$ cat config.mk
export PLATFORM = sky130hd
export DESIGN_NAME = rpd_ctrl
export DESIGN_NICKNAME = d
export VERILOG_FILES = /design/src/rpd_pkg.sv /design/src/rpd_tmr_if.sv /design/src/rpd_sync.sv /design/src/rpd_timer.sv /design/src/rpd_ctrl.sv
export SDC_FILE = /design/constraint.sdc
export NUM_CORES = 1
export LEC_CHECK = 0
export BUFFER_PORTS_ARGS = -buffer_cell sky130_fd_sc_hd__buf_4
export CORE_MARGIN = 1.5
export CORE_UTILIZATION = 44
export CTS_CLUSTER_DIAMETER = 40
export DETAILED_ROUTE_END_ITERATION = 16
export PLACE_DENSITY_LB_ADDON = 0.12
export REMOVE_ABC_BUFFERS = 1
export SYNTH_ARGS = -nofsm -noshare
export SYNTH_HDL_FRONTEND = slang
export SYNTH_HIERARCHICAL = 1
export SYNTH_SLANG_ARGS = --single-unit
export TNS_END_PERCENT = 20
$ cat constraint.sdc
create_clock -name clk -period 6.1 [get_ports clk]
set_input_delay 0.915 -clock clk [delete_from_list [all_inputs] [get_ports clk]]
set_output_delay 0.915 -clock clk [all_outputs]
set_load 0.01 [all_outputs]
$ cat src/rpd_pkg.sv
// constants and types of the power-down control block
package rpd_pkg;
	localparam int         CLK_PERIOD_NS   = 100;
	localparam int         ADDR_W          = 3;
	localparam int         DATA_W          = 8;
	localparam int         TMR_W           = 20;

	localparam logic [2:0] ADDR_ICTRL      = 3'h0;
	localparam logic [2:0] ADDR_STATUS     = 3'h1;
	localparam logic [2:0] ADDR_MASK       = 3'h2;
	localparam logic [2:0] ADDR_STATE      = 3'h3;
	localparam logic [2:0] ADDR_CFG        = 3'h4;

	localparam int         ICTRL_ALARM_EN  = 4;
	localparam int         ICTRL_PSENSE_EN = 5;
	localparam int         ICTRL_PDOWN     = 6;
	localparam logic [7:0] ICTRL_WMASK     = 8'h70;
	localparam logic [7:0] ICTRL_RST       = 8'h00;

	localparam int         STAT_ALARM      = 0;
	localparam int         STAT_PSENSE     = 1;
	localparam logic [7:0] STATUS_WMASK    = 8'h03;
	localparam logic [7:0] STATUS_RST      = 8'h00;
	localparam logic [7:0] MASK_RST        = 8'h00;

	localparam int         STATE_PDOWN     = 0;
	localparam int         STATE_WAKE      = 1;
	localparam int         STATE_SUPPLY    = 2;
	localparam int         STATE_LINE_LOST = 3;
	localparam int         STATE_ALARM_PND = 4;

	localparam int         CFG_DELAY_ALARM = 0;
	localparam logic [7:0] CFG_WMASK       = 8'h01;
	localparam logic [7:0] CFG_RST         = 8'h00;

	localparam int         LINE_LOSS_US    = 25000;
	localparam int         LINE_LOSS_CYC   = LINE_LOSS_US * 1000 / CLK_PERIOD_NS;
	localparam int         ALARM_DELAY_US  = 8300;
	localparam int         ALARM_DELAY_CYC = ALARM_DELAY_US * 1000 / CLK_PERIOD_NS;

	localparam logic [2:0] CLKOUT_HALF     = 3'h5;
	localparam logic [4:0] WAKE_CYC        = 5'h10;

	typedef enum logic [2:0] {
		RPD_RUN  = 3'b001,
		RPD_DOWN = 3'b010,
		RPD_WAKE = 3'b100
	} rpd_state_e;
endpackage

$ cat src/rpd_tmr_if.sv
// start, stop and expiry of a one-shot interval timer
`timescale 1ns/10ps
interface rpd_tmr_if;
	logic start;
	logic stop;
	logic expired;

	modport owner (output start, output stop, input expired);
	modport timer (input start, input stop, output expired);
endinterface

$ cat src/rpd_sync.sv
// three-stage synchroniser with agreement filter
`timescale 1ns/10ps
module rpd_sync #(
	parameter int N = 2
) (
	input  wire logic         clk,
	input  wire logic         arst_n,
	input  wire logic [N-1:0] async_in,
	output logic      [N-1:0] level
);
	typedef struct packed {
		logic [N-1:0] s1;
		logic [N-1:0] s2;
		logic [N-1:0] s3;
		logic [N-1:0] lvl;
	} rpd_sync_s;

	rpd_sync_s    q;
	rpd_sync_s    d;
	logic [N-1:0] lvl_next;

	genvar i;
	generate
		for (i = 0; i < N; i++) begin : g_bit
			assign lvl_next[i] = (q.s2[i] == q.s3[i]) ? q.s3[i] : q.lvl[i];
		end
	endgenerate

	always_comb begin
		d     = q;
		d.s1  = async_in;
		d.s2  = q.s1;
		d.s3  = q.s2;
		d.lvl = lvl_next;
	end

	always_ff @(posedge clk or negedge arst_n) begin
		if (!arst_n) begin
			q <= '0;
		end else begin
			q <= d;
		end
	end

	assign level = q.lvl;
endmodule

$ cat src/rpd_timer.sv
// one-shot interval timer, restartable
`timescale 1ns/10ps
module rpd_timer #(
	parameter int COUNT = 16
) (
	input  wire logic clk,
	input  wire logic arst_n,
	rpd_tmr_if.timer  tmr
);
	import rpd_pkg::*;

	typedef struct packed {
		logic [TMR_W-1:0] cnt;
		logic             run;
		logic             expired;
	} rpd_tmr_s;

	rpd_tmr_s q;
	rpd_tmr_s d;

	always_comb begin
		d         = q;
		d.expired = 1'b0;
		if (tmr.stop) begin
			d.run = 1'b0;
		end else if (tmr.start) begin
			d.cnt = TMR_W'(COUNT - 1);
			d.run = 1'b1;
		end else if (q.run) begin
			if (q.cnt == '0) begin
				d.expired = 1'b1;
				d.run     = 1'b0;
			end else begin
				d.cnt = q.cnt - 1'b1;
			end
		end
	end

	always_ff @(posedge clk or negedge arst_n) begin
		if (!arst_n) begin
			q <= '0;
		end else begin
			q <= d;
		end
	end

	assign tmr.expired = q.expired;
endmodule

$ cat src/rpd_ctrl.sv
// power-sense and power-down control with register port
//
// The implementer's own choices: the strobed register port and the register addresses.
`timescale 1ns/10ps

// Summary of operation
// - writing one to interrupt control bit 5 arms power sensing
// - lost line-frequency edges raise the power-sense interrupt
// - power-down holds host reset and clock output low, isolates serial port
// - supply sense rising above battery ends power-down and restores access
// - on restore, clock output resumes, supply enable and host reset go high
// - delayed-alarm units hold alarm interrupts back a fixed interval
// - a status read before the delayed alarm fires cancels it
module rpd_ctrl #(
	parameter int LINE_LOSS_CYCLES   = rpd_pkg::LINE_LOSS_CYC,
	parameter int ALARM_DELAY_CYCLES = rpd_pkg::ALARM_DELAY_CYC
) (
	input  wire logic                       clk,
	input  wire logic                       arst_n,
	input  wire logic [rpd_pkg::ADDR_W-1:0] reg_addr,
	input  wire logic [rpd_pkg::DATA_W-1:0] reg_wdata,
	input  wire logic                       reg_wr,
	input  wire logic                       reg_rd,
	output logic      [rpd_pkg::DATA_W-1:0] reg_rdata,
	input  wire logic                       line_freq_in,
	input  wire logic                       system_supply_sense,
	input  wire logic                       alarm_event,
	output logic                            irq,
	output logic                            host_reset_output_n,
	output logic                            supply_enable_output,
	output logic                            clk_out,
	output logic                            serial_isolate,
	output logic                            power_down
);
	import rpd_pkg::*;

	typedef struct packed {
		rpd_state_e        state;
		logic [DATA_W-1:0] ictrl;
		logic [DATA_W-1:0] status;
		logic [DATA_W-1:0] mask;
		logic [DATA_W-1:0] cfg;
		logic [DATA_W-1:0] rdata;
		logic              irq;
		logic              rst_n;
		logic              supply_en;
		logic              clk_out;
		logic              iso;
		logic              pdown;
		logic [2:0]        div;
		logic [4:0]        wake_cnt;
		logic              line_prev;
		logic              supply_prev;
		logic              psense_prev;
		logic              line_lost;
		logic              alarm_pend;
	} rpd_core_s;

	localparam rpd_core_s CORE_RST = '{
		state:       RPD_RUN,
		ictrl:       ICTRL_RST,
		status:      STATUS_RST,
		mask:        MASK_RST,
		cfg:         CFG_RST,
		rdata:       8'h00,
		irq:         1'b0,
		rst_n:       1'b1,
		supply_en:   1'b1,
		clk_out:     1'b0,
		iso:         1'b0,
		pdown:       1'b0,
		div:         3'h0,
		wake_cnt:    5'h00,
		line_prev:   1'b0,
		supply_prev: 1'b0,
		psense_prev: 1'b0,
		line_lost:   1'b0,
		alarm_pend:  1'b0
	};

	rpd_core_s q;
	rpd_core_s d;
	logic [1:0] pin_lvl;
	logic       line_lvl;
	logic       supply_lvl;
	logic       access_ok;
	logic       line_edge;
	logic       supply_rise;
	logic       psense_en;
	logic       line_start;
	logic       alarm_start;
	logic       alarm_stop;

	rpd_tmr_if line_tmr ();
	rpd_tmr_if alarm_tmr ();

	rpd_sync #(
		.N (2)
	) u_sync (
		.clk      (clk),
		.arst_n   (arst_n),
		.async_in ({system_supply_sense, line_freq_in}),
		.level    (pin_lvl)
	);

	rpd_timer #(
		.COUNT (LINE_LOSS_CYCLES)
	) u_line_tmr (
		.clk    (clk),
		.arst_n (arst_n),
		.tmr    (line_tmr.timer)
	);

	rpd_timer #(
		.COUNT (ALARM_DELAY_CYCLES)
	) u_alarm_tmr (
		.clk    (clk),
		.arst_n (arst_n),
		.tmr    (alarm_tmr.timer)
	);

	assign line_lvl    = pin_lvl[0];
	assign supply_lvl  = pin_lvl[1];
	assign access_ok   = (q.state == RPD_RUN);
	assign line_edge   = line_lvl ^ q.line_prev;
	assign supply_rise = supply_lvl & ~q.supply_prev;
	assign psense_en   = q.ictrl[ICTRL_PSENSE_EN];

	// line watchdog restarts on every line edge and on arming while in RPD_RUN; stop wins in other states
	assign line_start = psense_en & (line_edge | ~q.psense_prev);
	assign line_tmr.start = line_start;
	assign line_tmr.stop  = ~psense_en | (q.state != RPD_RUN);

	// delayed alarm path
	assign alarm_start = access_ok & alarm_event
		& q.ictrl[ICTRL_ALARM_EN] & q.cfg[CFG_DELAY_ALARM];
	assign alarm_stop  = access_ok & reg_rd
		& (reg_addr == ADDR_STATUS);
	assign alarm_tmr.start = alarm_start;
	assign alarm_tmr.stop  = alarm_stop & ~alarm_start;

	always_comb begin
		d             = q;
		d.rdata       = '0;
		d.line_prev   = line_lvl;
		d.supply_prev = supply_lvl;
		d.psense_prev = psense_en;

		// register writes, only while the port is connected
		if (access_ok && reg_wr) begin
			case (reg_addr)
				ADDR_ICTRL: begin
					d.ictrl = reg_wdata & ICTRL_WMASK;
				end
				ADDR_STATUS: begin
					d.status = q.status & ~(reg_wdata & STATUS_WMASK);
				end
				ADDR_MASK: begin
					d.mask = reg_wdata & STATUS_WMASK;
				end
				ADDR_CFG: begin
					d.cfg = reg_wdata & CFG_WMASK;
				end
				default: begin
					d.cfg = q.cfg;
				end
			endcase
		end

		// register reads, answered in the next cycle
		if (access_ok && reg_rd) begin
			case (reg_addr)
				ADDR_ICTRL: begin
					d.rdata = q.ictrl;
				end
				ADDR_STATUS: begin
					d.rdata = q.status;
				end
				ADDR_MASK: begin
					d.rdata = q.mask;
				end
				ADDR_STATE: begin
					d.rdata[STATE_PDOWN]     = (q.state == RPD_DOWN);
					d.rdata[STATE_WAKE]      = (q.state == RPD_WAKE);
					d.rdata[STATE_SUPPLY]    = supply_lvl;
					d.rdata[STATE_LINE_LOST] = q.line_lost;
					d.rdata[STATE_ALARM_PND] = q.alarm_pend;
				end
				ADDR_CFG: begin
					d.rdata = q.cfg;
				end
				default: begin
					d.rdata = '0;
				end
			endcase
		end

		// status read cancels a pending delayed alarm
		if (alarm_stop) begin
			d.alarm_pend = 1'b0;
		end

		// line loss detection
		if (line_edge) begin
			d.line_lost = 1'b0;
		end
		if (line_tmr.expired) begin
			d.line_lost = 1'b1;
			d.status[STAT_PSENSE] = 1'b1;
		end

		// alarm events, immediate or delayed
		if (access_ok && alarm_event && q.ictrl[ICTRL_ALARM_EN]) begin
			if (q.cfg[CFG_DELAY_ALARM]) begin
				d.alarm_pend = 1'b1;
			end else begin
				d.status[STAT_ALARM] = 1'b1;
			end
		end
		if (alarm_tmr.expired && q.alarm_pend) begin
			d.alarm_pend = 1'b0;
			d.status[STAT_ALARM] = 1'b1;
		end

		// clock output divider
		if (q.div == CLKOUT_HALF - 3'h1) begin
			d.div     = 3'h0;
			d.clk_out = ~q.clk_out;
		end else begin
			d.div = q.div + 3'h1;
		end

		// power-down sequence
		case (q.state)
			RPD_RUN: begin
				if (q.ictrl[ICTRL_PDOWN]) begin
					d.state     = RPD_DOWN;
					d.rst_n     = 1'b0;
					d.clk_out   = 1'b0;
					d.div       = 3'h0;
					d.supply_en = 1'b0;
					d.iso       = 1'b1;
					d.pdown     = 1'b1;
				end
			end
			RPD_DOWN: begin
				d.rst_n   = 1'b0;
				d.clk_out = 1'b0;
				d.div     = 3'h0;
				d.iso     = 1'b1;
				if (supply_rise) begin
					d.state     = RPD_WAKE;
					d.supply_en = 1'b1;
					d.pdown     = 1'b0;
					d.wake_cnt  = WAKE_CYC - 5'h01;
					d.ictrl[ICTRL_PDOWN] = 1'b0;
				end
			end
			RPD_WAKE: begin
				if (q.wake_cnt == 5'h00) begin
					d.state = RPD_RUN;
					d.rst_n = 1'b1;
					d.iso   = 1'b0;
				end else begin
					d.wake_cnt = q.wake_cnt - 5'h01;
				end
			end
			default: begin
				d.state     = RPD_RUN;
				d.rst_n     = 1'b1;
				d.supply_en = 1'b1;
				d.iso       = 1'b0;
				d.pdown     = 1'b0;
			end
		endcase

		d.irq = |(d.status & d.mask);
	end

	always_ff @(posedge clk or negedge arst_n) begin
		if (!arst_n) begin
			q <= CORE_RST;
		end else begin
			q <= d;
		end
	end

	assign reg_rdata            = q.rdata;
	assign irq                  = q.irq;
	assign host_reset_output_n  = q.rst_n;
	assign supply_enable_output = q.supply_en;
	assign clk_out              = q.clk_out;
	assign serial_isolate       = q.iso;
	assign power_down           = q.pdown;
endmodule

==> out/metrics.yaml <==
outcome: "finished clean"
final_layout_size_suffix_gt1_share_pct: 15.2
ys_async_sr_fraction_pct: 100
critical_path.cell_chain: "nor3b_1, and4_1, nor2_1, o21ba_1, and4b_1, nor3_2"
netlist_instances: 488
yosysWarnings: 6
height_of_the_chip_microns: 107
drt.antenna.violating_nets: 0
worstSetupPathType: "register to register"
num_antenna_cells: 0
worst_stage_delay_on_the_critical_path_ps: 680
place_hpwl_microns: 6830
num_vias: 3634
timing.fmax_mhz: 321
netlist_top_cells_area: "sky130_fd_sc_hd__dfrtp_1 (46%), sky130_fd_sc_hd__nor2_1 (4.1%), sky130_fd_sc_hd__a21oi_1 (3.8%)"
static-leakage-power_nw: 2.15
worstPathRequired_ps: 6360
avgViaCountPerCell: 5.71
timing.critical_path.to_type: "register"
power.internal_mw: 1.25
number_of_ports_placed_on_the_die_boundary: 32
grt_start_max_net_pins: 59
clock_skew_ps: 9.35
time_the_worst_path_needs_with_i_o_delays_and_setup_ps: 3110
synth_seq_area_share_pct: 47.3
number_of_flops_mapped_to_enable_cells_by_yosys: 0
peakVddDrop_v: 0.000152
finalWeightedCongestion: 0.816
post_synth_instance_area_sq_um: 4720
syn-mean-instance-area_sq_um: 9.66
post_cts_hold_buffer_count: 0
clkPwrFrac_pct: 18.4
path_max_fanout: 17
crit_path_top_delay_cell: "sky130_fd_sc_hd__dfstp_2"
cts_root_buffer: "sky130_fd_sc_hd__clkbuf_8"
wl_microns: 10100
yosys_most_used_dff: "sky130_fd_sc_hd__dfrtp_1"
dominant_cell_type_by_area_after_synthesis: "sky130_fd_sc_hd__dfrtp_1"
postLayoutCellArea_sq_um: 5070
ctsResizeCount: 0
final.setup.worst_slack_ps: 2990
worst_ep_arrival_time_ps: 3370
floorplan.initialDensity_pct: 45.5
synth.top_cell.area_share_pct: 45.6
grt_pass1_vias: 3403
detailedRoute.firstIterationViolations: 236
total_nets_final: 520
drt_first_pass_iters: 4
floorplan.die.width_microns: 107
cts_buffers: 9
p_seq_share_pct: 44.5
total_number_of_placement_rows: 37
synth.lib_cells_used.distinct: 72
wl_per_cell_microns: 15.9
crit_path_start: "q[59]$_DFFE_PN1P_"
power.net_switching_uw: 866
drv_cap: 0
power.combinational.fraction_pct: 37.0
antenna_found_initial: 0
drc_errors: 0
cts.htree.levels: 3
reg2reg_from: "q[59]$_DFFE_PN1P_"
portBuffers: 27
area_growth_syn_to_layout_pct: 7.56
pre_cts_ws_ps: 3010
clock_insertion_delay_worst_skew_ps: 370
area_of_placed_instances_sq_um: 4880
worst-r2r-setup-slack_ps: 2990
final_max_slew_viol_count: 0
hold_violations: 0
fillCellCount: 983
post-route-period-util_pct: 51.0
worstSetupStartpointType: "register"
grt_pass1_wl_microns: 16800
fin_tns_setup_ps: 0
clk_pin_slew_ps: 90
fp.coreArea_sq_um: 10400
grt.overflow.total: 0
clk_path_buf_depth: 2
hold_path.class: "register to register"
tritoncts: "done"
max-slew-margin-rel_pct: 45.0
power.density_nw_per_um2: 417
family_of_cells_with_the_greatest_summed_delay_on_the_critical_path: "simple AND/OR/NAND/NOR gates"
setup_fix_buffers_added_after_clock_tree_synthesis: 0
least_margin_pin_slew_ps: 822
groute.usage.overall_pct: 18.8
floorplan.die_area_sq_um: 11300
netSwitchingFraction_pct: 40.9
flip_flop_and_latch_count_after_synthesis: 89
hold_path.startpoint: "u_sync/d[5]$_DFF_PN0_"
setup_viol: 0
grt_setup_unrepaired: "no"
clock_sink_count: 89
cp.buffers_inverters: 0
==> cell usage in the layout (no fill, tap or decap), types with 7 or more instances in the layout <==
master,instances
sky130_fd_sc_hd__a21oi_1,36
sky130_fd_sc_hd__a31oi_1,11
sky130_fd_sc_hd__buf_4,29
sky130_fd_sc_hd__clkbuf_8,10
sky130_fd_sc_hd__dfrtp_1,86
sky130_fd_sc_hd__ha_1,7
sky130_fd_sc_hd__inv_1,18
sky130_fd_sc_hd__nand2_1,34
sky130_fd_sc_hd__nand3_1,14
sky130_fd_sc_hd__nor2_1,52
sky130_fd_sc_hd__nor3_1,24
sky130_fd_sc_hd__nor3b_1,8
sky130_fd_sc_hd__o21ai_0,32
sky130_fd_sc_hd__o41ai_1,9
==> synth_stat cells (7+ instances only) <==
library cell / count
sky130_fd_sc_hd__dfrtp_1: 86
sky130_fd_sc_hd__nor2_1: 52
sky130_fd_sc_hd__a21oi_1: 36
sky130_fd_sc_hd__nand2_1: 34
sky130_fd_sc_hd__o21ai_0: 32
sky130_fd_sc_hd__nor3_1: 24
sky130_fd_sc_hd__inv_1: 18
sky130_fd_sc_hd__nand3_1: 14
sky130_fd_sc_hd__a31oi_1: 11
sky130_fd_sc_hd__buf_4: 11
sky130_fd_sc_hd__clkbuf_1: 9
sky130_fd_sc_hd__o41ai_1: 9
sky130_fd_sc_hd__nor3b_1: 8
sky130_fd_sc_hd__ha_1: 7
==> final timing paths <==
| check | end | cells past startpoint |
|---|---|---|
| max | u_alarm_tmr/q[16]$_DFFE_PN0P_ | 6 |
| min | u_sync/d[3]$_DFF_PN0_ | 0 |
| max reg2reg | u_alarm_tmr/q[16]$_DFFE_PN0P_ | 6 |
| min reg2reg | u_sync/d[3]$_DFF_PN0_ | 0 |
| max in group asynchronous | u_alarm_tmr/q[8]$_DFFE_PN0P_ | 2 |
| min in group asynchronous | u_sync/level[0]$_DFFE_PN0N_ | 1 |
==> worst register-to-register path: stages (launching register included) <==
cell                      delay (ps)
sky130_fd_sc_hd__dfstp_2         680
sky130_fd_sc_hd__nor3b_1         500
sky130_fd_sc_hd__and4_1          660
sky130_fd_sc_hd__nor2_1          310
sky130_fd_sc_hd__o21ba_1         530
sky130_fd_sc_hd__and4b_1         270
sky130_fd_sc_hd__nor3_2           40
==> cells by family after synthesis <==
logic type / synth area share [%]
DFF: 47.3
other: 0.0795
and+or+nand+nor: 24.6
adders and majority gates: 2.33
muxes: 2.89
buffers and inverters: 6.08
xor gates and xnor gates: 0.557
AOI/OAI and AO/OA: 16.1
==> metal layers <==
metal	up-vias	wire, microns	GRT usage, %
li1	1781	-	-
met1	1774	4840	25.2
met2	69	4670	30.2
met3	10	456	3.80
met4	0	133	6.48
met5	-	0	0
==> power by group through the flow <==
| stage | combinational, mW | sequential, mW | clock, mW |
|---|---|---|---|
| after CTS | 0.787 | 0.940 | 0.407 |
| final | 0.784 | 0.943 | 0.390 |
| after floorplan | 0.575 | 0.913 | 0 |
| after global routing | 0.878 | 0.974 | 0.433 |
| after detailed placement | 0.784 | 0.951 | 0 |
| after global placement | 0.766 | 0.945 | 0 |
==> metrics by stage <==
step	utilization [%]	hold slack, ps	power [mW]	instances
after floorplan	-	331	1.49	455
after global placement	47.1	334	1.71	620
after detailed placement	47.1	337	1.73	620
after CTS	48.9	360	2.13	636
after global routing	48.9	365	2.28	636
final	48.9	356	2.12	636
==> state kept, by name, summed over array words and instances, names as in the netlist <==
name / cells
u_sync/level: 2
supply_enable_output: 1
u_alarm_tmr/q: 21
u_line_tmr/tmr.expired: 1
host_reset_output_n: 1
q: 23
d: 1
u_alarm_tmr/tmr.expired: 1
irq: 1
u_sync/d: 4
clk_out: 1
serial_isolate: 1
u_sync/q: 2
u_line_tmr/q: 21
power_down: 1
reg_rdata: 7
==> layout make-up <==
| cell class | instances | area, sq um | area share [%] |
|---|---|---|---|
| sequential | 89 | 2230 | 44.0 |
| multi-input combinational | 348 | 2200 | 43.3 |
| timing repair buffer | 29 | 218 | 4.29 |
| tap | 136 | 170 | 3.35 |
| clock buffer | 10 | 138 | 2.71 |
| inverter | 18 | 67.6 | 1.33 |
| clock inverter | 6 | 50.0 | 0.987 |
Note: power is estimated with default switching activity, not from simulation.
